### src/fss_pkg.sv
package fss_pkg;

    // Step selection and hold delay widths
    localparam int        STEP_W         = 5;
    localparam int        HOLD_W         = 16;
    localparam logic [4:0] STEP_FIRST    = 5'h01;
    localparam logic [4:0] STEP_LAST     = 5'h1B;

    // Status codes on the five status outputs
    localparam logic [4:0] CODE_ALARM    = 5'h00;
    localparam logic [4:0] CODE_READY    = 5'h01;
    localparam logic [4:0] CODE_HOMING   = 5'h02;
    localparam logic [4:0] CODE_HOMED    = 5'h03;
    localparam logic [4:0] CODE_MOVING   = 5'h04;
    localparam logic [4:0] CODE_POS_BASE = 5'h04;

    // Timing: hold delay unit and clock rate
    localparam int        CLK_HZ         = 40_000_000;
    localparam int        HOLD_UNIT_MS   = 4;
    localparam int        HOLD_UNIT_CYC  = CLK_HZ / 1000 * HOLD_UNIT_MS;
    localparam int        HOLD_PER_SEC   = 125;

    // Register map of the controller end (byte addresses)
    localparam logic [11:0] OFS_CTRL     = 12'h000;
    localparam logic [11:0] OFS_STAT     = 12'h004;
    localparam logic [11:0] OFS_HOLD     = 12'h008;
    localparam logic [11:0] OFS_TMIN     = 12'h00C;

    // Control register fields
    localparam int        CTRL_STEP_LSB  = 0;
    localparam int        CTRL_MZ_BIT    = 5;
    localparam int        CTRL_MO_BIT    = 6;
    localparam int        CTRL_SS_BIT    = 7;
    localparam int        CTRL_VAR_BIT   = 8;
    localparam logic [8:0] CTRL_RST      = 9'h000;

    // Status register fields, hold and tmin reset values
    localparam int        STAT_REHOME_BIT = 5;
    localparam logic [15:0] HOLD_RST     = 16'h0000;
    localparam logic [15:0] TMIN_RST     = 16'h0001;

    // Drive state decoded from the two mode inputs
    typedef enum logic [1:0] {
        FSS_TORQUE_DEC,
        FSS_FEED_STEP,
        FSS_HOMING,
        FSS_ESTOP
    } fss_state_t;

    // In-position code for a given feed step
    function automatic logic [4:0] fss_pos_code(input logic [4:0] step);
        return 5'(step + CODE_POS_BASE);
    endfunction

endpackage

### src/fss_link_if.sv
`timescale 1ns/1ps
interface fss_link_if;
    logic [4:0]  step_sel;
    logic        mode_in_zero;
    logic        mode_in_one;
    logic        single_step_mode_sel;
    logic        manual_variant_two;
    logic [15:0] completion_hold_delay;
    logic [4:0]  status_out;

    // Drive end: reads discrete inputs, drives status outputs
    modport dev (
        input  step_sel,
        input  mode_in_zero,
        input  mode_in_one,
        input  single_step_mode_sel,
        input  manual_variant_two,
        input  completion_hold_delay,
        output status_out
    );

    // Controller end: drives discrete inputs, reads status
    modport ctl (
        output step_sel,
        output mode_in_zero,
        output mode_in_one,
        output single_step_mode_sel,
        output manual_variant_two,
        output completion_hold_delay,
        input  status_out
    );
endinterface

### src/fss_drive_end.sv
`timescale 1ns/1ps
module fss_drive_end #(
    parameter int HOLD_UNIT_CYCLES = fss_pkg::HOLD_UNIT_CYC
) (
    input  wire logic              mclk,
    input  wire logic              rst,
    fss_link_if.dev                lnk,
    input  wire logic              alarm,
    input  wire logic              servo_ready,
    input  wire logic              homing_busy,
    input  wire logic              homing_done,
    input  wire logic              move_busy,
    input  wire logic              move_done,
    output logic [4:0]             target_step,
    output logic                   move_start,
    output logic                   move_fwd,
    output logic                   speed_second,
    output fss_pkg::fss_state_t    drive_state,
    output logic                   manual_active
);
    import fss_pkg::*;

    localparam int PRE_W = $clog2(HOLD_UNIT_CYCLES + 1);
    localparam logic [PRE_W-1:0] PRE_LAST = PRE_W'(HOLD_UNIT_CYCLES - 1);

    logic [8:0]       sync1_r;
    logic [8:0]       sync2_r;
    logic [8:0]       prev_r;
    logic [4:0]       cur_step_r;
    logic [4:0]       cur_step_nxt;
    logic [4:0]       target_step_r;
    logic             move_start_r;
    logic             move_fwd_r;
    logic             speed_second_r;
    fss_state_t       drive_state_r;
    fss_state_t       drive_state_nxt;
    logic             manual_r;
    logic             home_done_r;
    logic             inpos_r;
    logic [4:0]       inpos_step_r;
    logic [15:0]      hold_units_r;
    logic [PRE_W-1:0] hold_pre_r;
    logic [4:0]       status_r;
    logic [4:0]       status_nxt;

    // Two-stage synchroniser on every discrete input except completion_hold_delay, which is read directly
    always_ff @(posedge mclk) begin
        if (rst) begin
            sync1_r <= 9'h000;
            sync2_r <= 9'h000;
            prev_r  <= 9'h000;
        end else begin
            sync1_r <= {lnk.manual_variant_two, lnk.single_step_mode_sel,
                        lnk.mode_in_one, lnk.mode_in_zero,
                        lnk.step_sel};
            sync2_r <= sync1_r;
            prev_r  <= sync2_r;
        end
    end

    // Decoded synchronised inputs and edges
    wire [4:0] step_v    = sync2_r[4:0];
    wire       mz        = sync2_r[5];
    wire       mo        = sync2_r[6];
    wire       ss        = sync2_r[7];
    wire       var_two   = sync2_r[8];
    wire       rise_mz   = mz & ~prev_r[5];
    wire       rise_mo   = mo & ~prev_r[6];
    wire       step_chg  = step_v != prev_r[4:0];
    wire       can_move  = ~alarm & ~move_busy & ~move_start_r;
    wire [4:0] sel_step  = 5'(step_v + STEP_FIRST);
    wire       sel_ok    = step_v < STEP_LAST;
    wire       man_fwd   = ss & (var_two ? rise_mz : rise_mo);
    wire       man_rev   = ss & (var_two ? rise_mo : rise_mz);
    wire       feed_go   = ~ss & (drive_state_nxt == FSS_FEED_STEP) &
                           (drive_state_r != FSS_FEED_STEP) & sel_ok;
    wire       do_fwd    = man_fwd & ~man_rev & can_move;
    wire       do_rev    = man_rev & ~man_fwd & can_move;
    wire       do_feed   = feed_go & can_move;
    wire       any_go    = do_fwd | do_rev | do_feed;
    wire [4:0] step_up   = (cur_step_r >= STEP_LAST) ? STEP_FIRST :
                           5'(cur_step_r + 5'h01);
    wire [4:0] step_down = (cur_step_r <= STEP_FIRST) ? STEP_LAST :
                           5'(cur_step_r - 5'h01);
    wire       hold_on   = hold_units_r != 16'h0000;

    // Drive state from mode inputs while not in manual mode
    always_comb begin
        drive_state_nxt = drive_state_r;
        if (!ss) begin
            unique case ({mo, mz})
                2'b00: drive_state_nxt = FSS_TORQUE_DEC;
                2'b01: drive_state_nxt = FSS_FEED_STEP;
                2'b10: drive_state_nxt = FSS_HOMING;
                2'b11: drive_state_nxt = FSS_ESTOP;
            endcase
        end
    end

    // Current step: falls back to step one on selection change in manual mode
    always_comb begin
        cur_step_nxt = cur_step_r;
        if (ss && step_chg) begin
            cur_step_nxt = STEP_FIRST;
        end else if (do_feed) begin
            cur_step_nxt = sel_step;
        end else if (do_fwd) begin
            cur_step_nxt = step_up;
        end else if (do_rev) begin
            cur_step_nxt = step_down;
        end
    end

    // Status code with fixed priority, alarm first
    always_comb begin
        if (alarm) begin
            status_nxt = CODE_ALARM;
        end else if (homing_busy) begin
            status_nxt = CODE_HOMING;
        end else if (inpos_r && hold_on) begin
            status_nxt = fss_pos_code(inpos_step_r);
        end else if (move_busy || move_start_r) begin
            status_nxt = CODE_MOVING;
        end else if (inpos_r) begin
            status_nxt = fss_pos_code(inpos_step_r);
        end else if (home_done_r) begin
            status_nxt = CODE_HOMED;
        end else if (servo_ready) begin
            status_nxt = CODE_READY;
        end else begin
            status_nxt = CODE_ALARM;
        end
    end

    // Move command issue and manual mode tracking
    always_ff @(posedge mclk) begin
        if (rst) begin
            cur_step_r     <= STEP_FIRST;
            target_step_r  <= STEP_FIRST;
            move_start_r   <= 1'b0;
            move_fwd_r     <= 1'b1;
            speed_second_r <= 1'b0;
            drive_state_r  <= FSS_TORQUE_DEC;
            manual_r       <= 1'b0;
        end else begin
            cur_step_r    <= cur_step_nxt;
            move_start_r  <= any_go;
            drive_state_r <= drive_state_nxt;
            manual_r      <= ss;
            if (any_go) begin
                target_step_r  <= cur_step_nxt;
                move_fwd_r     <= ~do_rev;
                speed_second_r <= ss & var_two;
            end
        end
    end

    // Homed flag, in-position latch and 4 ms hold counter
    always_ff @(posedge mclk) begin
        if (rst) begin
            home_done_r  <= 1'b0;
            inpos_r      <= 1'b0;
            inpos_step_r <= STEP_FIRST;
            hold_units_r <= 16'h0000;
            hold_pre_r   <= '0;
        end else begin
            if (homing_done) begin
                home_done_r <= 1'b1;
            end else if (alarm || move_start_r) begin
                home_done_r <= 1'b0;
            end
            if (move_done) begin
                inpos_r      <= 1'b1;
                inpos_step_r <= target_step_r;
                hold_units_r <= lnk.completion_hold_delay;
                hold_pre_r   <= '0;
            end else begin
                if (alarm || move_start_r || homing_busy) begin
                    inpos_r <= 1'b0;
                end
                if (hold_on) begin
                    if (hold_pre_r == PRE_LAST) begin
                        hold_pre_r   <= '0;
                        hold_units_r <= 16'(hold_units_r - 16'h0001);
                    end else begin
                        hold_pre_r <= PRE_W'(hold_pre_r + 1'b1);
                    end
                end
            end
        end
    end

    // All five status bits leave one register together
    always_ff @(posedge mclk) begin
        if (rst) begin
            status_r <= CODE_ALARM;
        end else begin
            status_r <= status_nxt;
        end
    end

    assign lnk.status_out = status_r;
    assign target_step    = target_step_r;
    assign move_start     = move_start_r;
    assign move_fwd       = move_fwd_r;
    assign speed_second   = speed_second_r;
    assign drive_state    = drive_state_r;
    assign manual_active  = manual_r;
endmodule

### src/flat_wrapper.sv
// flat-port wrapper written by rule: the top's interface ports become plain ports
module fss_drive_end_flat import fss_pkg::*;
#(
    parameter int HOLD_UNIT_CYCLES = fss_pkg::HOLD_UNIT_CYC
)
  (mclk, rst, alarm, servo_ready, homing_busy, homing_done, move_busy, move_done, target_step, move_start, move_fwd, speed_second, drive_state, manual_active, lnk_step_sel, lnk_mode_in_zero, lnk_mode_in_one, lnk_single_step_mode_sel, lnk_manual_variant_two, lnk_completion_hold_delay, lnk_status_out);
  fss_link_if lnk_i ();
  input  wire logic mclk;
  input  wire logic rst;
  input  wire logic alarm;
  input  wire logic servo_ready;
  input  wire logic homing_busy;
  input  wire logic homing_done;
  input  wire logic move_busy;
  input  wire logic move_done;
  output logic [4:0] target_step;
  output logic move_start;
  output logic move_fwd;
  output logic speed_second;
  output fss_pkg::fss_state_t drive_state;
  output logic manual_active;
  input wire logic [$bits(lnk_i.step_sel)-1:0] lnk_step_sel;
  input wire logic [$bits(lnk_i.mode_in_zero)-1:0] lnk_mode_in_zero;
  input wire logic [$bits(lnk_i.mode_in_one)-1:0] lnk_mode_in_one;
  input wire logic [$bits(lnk_i.single_step_mode_sel)-1:0] lnk_single_step_mode_sel;
  input wire logic [$bits(lnk_i.manual_variant_two)-1:0] lnk_manual_variant_two;
  input wire logic [$bits(lnk_i.completion_hold_delay)-1:0] lnk_completion_hold_delay;
  output wire logic [$bits(lnk_i.status_out)-1:0] lnk_status_out;
  assign lnk_i.step_sel = lnk_step_sel;
  assign lnk_i.mode_in_zero = lnk_mode_in_zero;
  assign lnk_i.mode_in_one = lnk_mode_in_one;
  assign lnk_i.single_step_mode_sel = lnk_single_step_mode_sel;
  assign lnk_i.manual_variant_two = lnk_manual_variant_two;
  assign lnk_i.completion_hold_delay = lnk_completion_hold_delay;
  assign lnk_status_out = lnk_i.status_out;
  fss_drive_end #(.HOLD_UNIT_CYCLES(HOLD_UNIT_CYCLES)) u_core (.mclk(mclk), .rst(rst), .lnk(lnk_i), .alarm(alarm), .servo_ready(servo_ready), .homing_busy(homing_busy), .homing_done(homing_done), .move_busy(move_busy), .move_done(move_done), .target_step(target_step), .move_start(move_start), .move_fwd(move_fwd), .speed_second(speed_second), .drive_state(drive_state), .manual_active(manual_active));
endmodule
### config.mk
export PLATFORM = sky130hd
export DESIGN_NAME = fss_drive_end_flat
export DESIGN_NICKNAME = d
export VERILOG_FILES = /design/src/fss_pkg.sv /design/src/fss_link_if.sv /design/src/fss_drive_end.sv /design/src/flat_wrapper.sv
export SDC_FILE = /design/constraint.sdc
export NUM_CORES = 1
export LEC_CHECK = 0
export ABC_AREA = 0
export BUFFER_PORTS_ARGS = -buffer_cell sky130_fd_sc_hd__buf_2
export CAP_MARGIN = 20
export CORE_MARGIN = 4
export CORE_UTILIZATION = 50
export DETAILED_ROUTE_END_ITERATION = 8
export PLACE_DENSITY_LB_ADDON = 0.08
export RECOVER_POWER = 50
export SYNTH_ARGS = -nofsm -noshare
export SYNTH_HDL_FRONTEND = slang
export SYNTH_SLANG_ARGS = --single-unit
### constraint.sdc
create_clock -name mclk -period 4.61 [get_ports mclk]
set_input_delay 0.922 -clock mclk [delete_from_list [all_inputs] [get_ports mclk]]
set_output_delay 0.922 -clock mclk [all_outputs]
set_load 0.005 [all_outputs]
; ---- Word level (Yosys, flattened, before mapping)
; Cells that the tools add are included.
; Widths: inputs -> output; s select.
[totals]
register_bits = 87
inputBits = 33
[classes]
addsub = 6
magnitude_cmp = 3
eq_ne = 7
mux = 24
n_bitwise = 26
n_reduce_logical = 15
[op_table]
columns = op, count
row1 = $mux 5, 10
row2 = $mux 16, 3
row3 = $add 18x1->18 const B, 1
row4 = $eq 18x18->1 const B, 1
row5 = $mux 18, 1
row6 = $reduce_bool 16->1, 1
row7 = $sub 16x1->16 const B, 1
row8 = $and 1x1->1, 15
row9 = $add 5x1->5 const B, 2
row10 = $not 1->1, 9
row11 = $pmux 2 s4, 1
row12 = $reduce_bool 2->1, 4
row13 = $mux 1, 7
row14 = $add 5x3->5 const B, 1
row15 = $ge 5x5->1 const B, 1
row16 = $le 5x1->1 const B, 1
row17 = $lt 5x5->1 const B, 1
row18 = $ne 5x5->1, 1
row19 = $sub 5x1->5 const B, 1
row20 = $eq 2x1->1 const B, 2
row21 = $eq 2x2->1 const B, 2
row22 = $mux 2, 2
row23 = $reduce_or 2->1, 2
row24 = $logic_or 1x1->1, 3
row25 = 6 further kinds, 8

; ---- Logic depth before layout (Yosys ltp)
; Gate-level depths: netlist (run 1).
[depth]
ltp_word = 11
mapped_depth = 10

; ---- Least setup slack after synthesis (run 1)
; Ideal clock, no wire load.
[synth_timing]
kind = input-to-reg
from = in move_busy
to = reg u_core.cur_step_r[0]
arrival_time_ps = 2281
slack_ps = 2202
cell_stages = 5
cell_sequence = nor3_1 and4b_1 clkbuf_1 a211oi_1 or3_1
[synth_via]
elab_chain_cells = 8
word_cells_on_any_way = 10
classes_between = mux: 4 / bitwise: 6
[synth_rtl]
columns = element, line_no
row1 = "start, declared", flat_wrapper.sv:14  ; input wire logic move_busy;
row2 = $not 1->1 *, fss_drive_end.sv:70  ; wire can_move = ~alarm & ~move_busy & ~move_start_r;
row3 = $and 1x1->1 * (2 in series), fss_drive_end.sv:70
row4 = $and 1x1->1, fss_drive_end.sv:78  ; wire do_rev = man_rev & ~man_fwd & can_move;
row5 = $mux 5, fss_drive_end.sv:109  ; end else if (do_rev) begin
row6 = $mux 5, fss_drive_end.sv:107  ; end else if (do_fwd) begin
row7 = $mux 5 *, fss_drive_end.sv:105  ; end else if (do_feed) begin
row8 = $mux 5 *, fss_drive_end.sv:103  ; if (ss && step_chg) begin
row9 = "end signal, assigned", fss_drive_end.sv:146  ; cur_step_r <= cur_step_nxt;
row10 = "end, declared", fss_drive_end.sv:29  ; logic [4:0] cur_step_r;
; Every way passes the cells marked *; elsewhere a longest branch is shown, timed or not.
; A chain may end at the register's enable or synchronous reset.

; ---- Final worst setup path (run 1)
[layout_timing]
from = in rst
to = reg u_core.status_r[4], in the netlist u_core.lnk.status_out[4]
[layout_via]
elab_chain_cells = 1
[layout_rtl]
columns = element, line_no
row1 = "start, declared", flat_wrapper.sv:9  ; input wire logic rst;
row2 = $reduce_or 3->1 (no source line), --
row3 = "end signal, assigned", fss_drive_end.sv:198  ; status_r <= status_nxt;
row4 = "end, declared", fss_drive_end.sv:43  ; logic [4:0] status_r;
; No other way between the ends.

==> results of run 1 <==
flip-flops by register name (all words and copies together), names as in the netlist:
signal	flops
u_core.lnk.status_out	5
u_core.hold_units_r	16
u_core.manual_active	1
u_core.prev_r	7
u_core.move_fwd	1
u_core.target_step	5
u_core.inpos_step_r	5
u_core.speed_second	1
u_core.move_start	1
u_core.drive_state	2
u_core.inpos_r	1
u_core.sync1_r	9
u_core.hold_pre_r	18
u_core.cur_step_r	5
u_core.sync2_r	9
u_core.home_done_r	1
Yosys cell counts (all sizes together) (2+ instances only):
library cell	number	area, µm²
a211o	2	17.5
a211oi	3	22.5
a21o	3	22.5
a21oi	26	130
a221oi	2	17.5
a31oi	2	12.5
a32o	3	30.0
and2	2	12.5
and3	5	31.3
and3b	5	43.8
and4	3	26.3
buf	7	48.8
clkbuf	11	41.3
dfxtp	87	1740
ha	8	100
inv	22	82.6
mux2	5	56.3
mux2i	9	90.1
nand2	20	75.1
nand2b	5	31.3
nand3	14	70.1
nand4	8	56.3
nor2	45	244
nor2b	35	219
nor3	15	75.1
nor3b	4	30.0
nor4	8	77.6
nor4b	4	35.0
o21a	13	97.6
o21ai	14	73.8
or3	8	50.1
xnor2	15	131
xor2	26	228
cell type report:
| class | count | area share |
|---|---|---|
| Clock buffer | 9 | 0.0264 |
| Clock inverter | 7 | 0.0267 |
| Inverter | 22 | 0.0176 |
| Multi-Input combinational cell | 327 | 0.476 |
| Sequential cell | 87 | 0.371 |
| Tap cell | 102 | 0.0272 |
| Timing Repair Buffer | 51 | 0.0549 |
metrics by stage:
stage	setup slack, ns	hold WS, ns	util
5_1_grt	1.06	0.460	0.595
6_report	1.37	0.444	0.595
3_3_place_gp	1.78	0.420	0.563
4_1_cts	1.91	0.451	0.597
3_5_place_dp	1.82	0.426	0.565
2_1_floorplan	2.20	0.414	-
metal layers:
metal  GRT usage  up-vias  routed length (µm)
li1            -     1661                   -
met1       0.216     1482                3740
met2       0.283       72                3970
met3      0.0442       15                 401
met4      0.0567        0                 162
met5           0        -                   0
kinds of logic (layout without fill, tap and decap cells):
| group | count (synthesis) | after routing | share of synthesized area |
|---|---|---|---|
| AO/OA/AOI/OAI | 78 | 78 | 0.122 |
| XOR/XNOR | 41 | 41 | 0.0866 |
| adder cells (fa/ha/maj) | 8 | 8 | 0.0241 |
| buffers and inverters | 40 | 89 | 0.0416 |
| flip-flops | 87 | 87 | 0.420 |
| multiplexers | 14 | 14 | 0.0353 |
| AND/OR/NAND/NOR | 186 | 186 | 0.271 |
where the power goes:
part           internal, mW  switching, mW  total (mW)
registers             0.779         0.0324       0.811
clock network         0.367          0.281       0.648
logic                0.0682         0.0778       0.146
final timing paths:
check	to	slack, ns
min reg2reg	u_core.sync2_r[0]$_SDFF_PP0_	0.44
min	u_core.sync2_r[0]$_SDFF_PP0_	0.44
max	u_core.lnk.status_out[4]$_SDFF_PP0_	1.37
max reg2reg	u_core.hold_pre_r[5]$_SDFFE_PP0P_	1.96
worst max-delay path, cell delays in order:
cell and delay, ns:
clkbuf_1 1.03, clkbuf_1 1.05, nor3_1 0.18, o211ai_1 0.20
nor2_1 0.09
==> results.sh, run 1 <==
export IMPL_grt_pass1_vias=2956
export IMPL_clkSlewWorstSetupHoldPaths_ns=0.09
export IMPL_async_flop_share=0
export IMPL_endpoint_kind="register"
export IMPL_status="finished clean"
export IMPL_vias_per_cell=5.34
export IMPL_max_clock_freq_mhz=309
export IMPL_finalSetupTns_ns=0
export IMPL_dr_pass1_iters=4
export IMPL_max_cap_violations=0
export IMPL_hold_viol=0
export IMPL_final_nets=539
export IMPL_slew_viol_final=0
export IMPL_setup_violations_final=0
export IMPL_synth_seq_cells=87
export IMPL_overflow=0
export IMPL_placed_area_mm2=0.00446
export IMPL_cts_root_buf="clkbuf_8"
export IMPL_crit_fanout=33
export IMPL_ys_types=58
export IMPL_rsz0062_at_grt="false"
export IMPL_peakVddDrop_uv=204
export IMPL_die_h_um=99.1
export IMPL_synth_edf_count=0
export IMPL_port_buffers=48
export IMPL_critPathLaunchType="input pin"
export IMPL_worstRegToRegCells=6
export IMPL_grtUsageTotal=0.170
export IMPL_final_layout_size_suffix_gt1_frac=0.161
export IMPL_vias=3230
export IMPL_cts_resized=0
export IMPL_syn_inst=454
export IMPL_grt_pass1_wl_um=13800
export IMPL_numCtsBuffers=9
export IMPL_hpwl_um=5910
export IMPL_clock_sinks=87
export IMPL_design_area_mm2=0.00469
export IMPL_worst_pin_slew_ns=1.45
export IMPL_antenna_cells=0
export IMPL_layout_common_cells="dfxtp_1, buf_2, nor2_1, nor2b_1"
export IMPL_dieArea_mm2=0.00982
export IMPL_syn_num_nets=495
export IMPL_finalClockSkew_ns=0.0112
export IMPL_grt_max_degree=40
export IMPL_gp_congestion=0.901
export IMPL_p_total_mw=1.61
export IMPL_yosys_warnings=0
export IMPL_cts_tree="done"
export IMPL_hp_start="u_core.sync1_r[0]$_SDFF_PP0_"
export IMPL_maxSlewHeadroom=0.0320
export IMPL_leakage_nw=1.92
export IMPL_yosysSeqAreaShare=0.420
export IMPL_post_cts_repair_setup_buffers=0
export IMPL_period_share=0.703
export IMPL_worstPathArrival_ns=3.47
export IMPL_stdcell_count=605
export IMPL_start_util=0.526
export IMPL_ios=49
export IMPL_ant_nets=0
export IMPL_multi_input_area_mm2=0.00223
export IMPL_synthFlopType="dfxtp_1"
export IMPL_cts_hold_buf=0
export IMPL_clock_latency_ns=0.35
export IMPL_die_x_um=99.1
export IMPL_final_common_cell="dfxtp_1"
export IMPL_crit_path_start="rst"
export IMPL_min_path_type="reg2reg"
export IMPL_antenna_found_initial=0
export IMPL_regArea_mm2=0.00174
export IMPL_htreeDepth=3
export IMPL_hold_depth=1
export IMPL_core_mm2=0.00789
export IMPL_worstPathRequired_ns=4.84
export IMPL_powerDensity_mw_per_mm2=342
export IMPL_wl_um=8270
export IMPL_timing_rr_start="u_core.hold_units_r[10]$_SDFFE_PP0P_"
export IMPL_wire_per_inst_um=13.7
export IMPL_syn_area_mm2=0.00415
export IMPL_worstSetupPathType="in2reg"
export IMPL_dp_cells=589
export IMPL_period_minus_slack_ns=3.24
export IMPL_clockBufferDepth=2
export IMPL_drc=0
export IMPL_fillers=711
export IMPL_row_count=32
export IMPL_syn2layout_area_growth_pct=13.1
export IMPL_syn_area_per_cell_um2=9.14
export IMPL_drt_iter0_markers=108
Note: power is estimated with default switching activity, not from simulation.
==> inputs of run 2 (changes only) <==
==> constraint.sdc (replaced) <==
create_clock -name mclk -period 3.1 [get_ports mclk]
set_input_delay 0.62 -clock mclk [delete_from_list [all_inputs] [get_ports mclk]]
set_output_delay 0.62 -clock mclk [all_outputs]
set_load 0.005 [all_outputs]
==> run 2 against run 1 <==
Cell area down 1.3%. Critical path type unchanged. Power rose by 36%. Non-clock buffer count grew 1. Sequential share of layout area is 0.49 points higher. Register-to-register slack got worse by 1.2 ns. Critical path depth unchanged. Clock skew is 0.0012 ns lower. Worst setup slack worse by 0.84 ns. Hold slack lost 0.00058 ns.
==> results.sh, run 2 (synthesized netlist as in run 1, its figures left out) <==
export IMPL_cp_slowest_stage_delay_ns=0.83
export IMPL_ant_nets=0
export IMPL_die_x_um=99.1
export IMPL_clock_sinks=87
export IMPL_switching_share=0.279
export IMPL_max_cap_violations=0
export IMPL_final_layout_size_suffix_gt1_frac=0.165
export IMPL_largest_reg_flops=18
export IMPL_ios=49
export IMPL_max_clock_freq_mhz=388
export IMPL_maxSlewHeadroom=0.229
export IMPL_worstPathRequired_ns=3.33
export IMPL_dr_pass1_iters=4
export IMPL_p_sw_uw=608
export IMPL_grt_max_degree=33
export IMPL_grtUsageTotal=0.179
export IMPL_final_nets=540
export IMPL_pwr_share_seq=0.553
export IMPL_start_util=0.526
export IMPL_regMostFlops="u_core.hold_pre_r"
export IMPL_hold_viol=0
export IMPL_final_common_cell="dfxtp_1"
export IMPL_cts_root_buf="clkbuf_8"
export IMPL_antenna_cells=0
export IMPL_endpoint_kind="register"
export IMPL_row_count=32
export IMPL_finalSetupTns_ns=0
export IMPL_crit_fanout=32
export IMPL_htreeDepth=3
export IMPL_core_mm2=0.00789
export IMPL_clkPwrFrac=0.348
export IMPL_period_minus_slack_ns=2.58
export IMPL_status="finished clean"
export IMPL_cts_hold_buf=0
export IMPL_port_buffers=48
export IMPL_overflow=0
export IMPL_vias=3205
export IMPL_drt_iter0_markers=121
export IMPL_powerDensity_mw_per_mm2=471
export IMPL_numCtsBuffers=9
export IMPL_wire_per_inst_um=14.0
export IMPL_critPathLaunchType="input pin"
export IMPL_slowest_stage="clkbuf_1"
export IMPL_fillers=731
export IMPL_hpwl_um=6090
export IMPL_dieArea_mm2=0.00982
export IMPL_clkSlewWorstSetupHoldPaths_ns=0.09
export IMPL_grt_pass1_wl_um=14500
export IMPL_setup_violations_final=0
export IMPL_grt_pass1_vias=3125
export IMPL_whs_ns=0.443
export IMPL_largest_registers="u_core.hold_pre_r x18, u_core.hold_units_r x16"
export IMPL_wl_um=8470
export IMPL_worst_pin_slew_ns=1.16
export IMPL_pwr_share_comb=0.099
export IMPL_rsz0062_at_grt="false"
export IMPL_worstSetupPathType="in2reg"
export IMPL_antenna_found_initial=0
export IMPL_finalClockSkew_ns=0.00996
export IMPL_gp_congestion=0.879
export IMPL_peakVddDrop_uv=338
export IMPL_period_share=0.831
export IMPL_vias_per_cell=5.29
export IMPL_cts_resized=0
export IMPL_die_h_um=99.1
export IMPL_layout_common_cells="dfxtp_1, buf_2, nor2_1, nor2b_1"
export IMPL_internal_power_mw=1.57
export IMPL_worstPathCellList="clkbuf_1 > clkbuf_2 > or3_1 > buf_4 > nor2_1"
export IMPL_syn2layout_area_growth_pct=11.6
export IMPL_slew_viol_final=0
export IMPL_clockBufferDepth=2
export IMPL_leakage_nw=1.89
export IMPL_drc=0
export IMPL_clock_latency_ns=0.35
export IMPL_cts_tree="done"
export IMPL_min_path_type="reg2reg"
export IMPL_worstPathArrival_ns=2.81
export IMPL_post_cts_repair_setup_buffers=0
run 2: metrics by stage:
stage,utilization,cell area (µm²),worst slack [ns],cells,power (mW)
global placement,0.565,4460,0.691,590,1.44
finish,0.587,4630,0.524,606,2.18
global route,0.587,4630,0.248,606,2.30
detailed placement,0.565,4460,0.697,590,1.45
floorplan,-,4150,0.994,454,1.38
CTS,0.589,4640,0.762,606,2.22
run 2: worst max-delay path, delay by kind of cell:
kind	cells	cell delay, ns
buf+inv	3	1.87
simple gates	2	0.29
run 2: final timing paths:
check / from / to / slack, ns / cells past startpoint
max: rst / u_core.hold_pre_r[2]$_SDFFE_PP0P_ / 0.52 / 5
min: u_core.sync1_r[3]$_SDFF_PP0_ / u_core.sync2_r[3]$_SDFF_PP0_ / 0.44 / 1
max reg2reg: u_core.hold_units_r[6]$_SDFFE_PP0P_ / u_core.hold_pre_r[5]$_SDFFE_PP0P_ / 0.79 / 6
min reg2reg: u_core.sync1_r[3]$_SDFF_PP0_ / u_core.sync2_r[3]$_SDFF_PP0_ / 0.44 / 1
run 2: final cells by class:
| type | count | area [µm²] | share of cell area |
|---|---|---|---|
| Multi-Input combinational cell | 327 | 2230 | 0.482 |
| Sequential cell | 87 | 1740 | 0.376 |
| Timing Repair Buffer | 52 | 259 | 0.0559 |
| Tap cell | 102 | 128 | 0.0276 |
| Clock buffer | 9 | 124 | 0.0267 |
| Inverter | 22 | 82.6 | 0.0178 |
| Clock inverter | 7 | 62.6 | 0.0135 |
run 2: power groups by stage:
stage | Combinational [mW] | Sequential (mW) | Clock (mW)
2_1_floorplan | 0.172 | 1.21 | 0
3_3_place_gp | 0.213 | 1.23 | 0
3_5_place_dp | 0.216 | 1.23 | 0
4_1_cts | 0.217 | 1.21 | 0.793
5_1_grt | 0.243 | 1.21 | 0.839
6_report | 0.215 | 1.21 | 0.759
run 2: layer usage:
metal	vias up	global-route usage	part of all wire
li1	1655	-	-
met3	8	0.0400	0.038
met2	57	0.313	0.50
met1	1485	0.222	0.45
met4	0	0.0452	0.010
met5	-	0	0
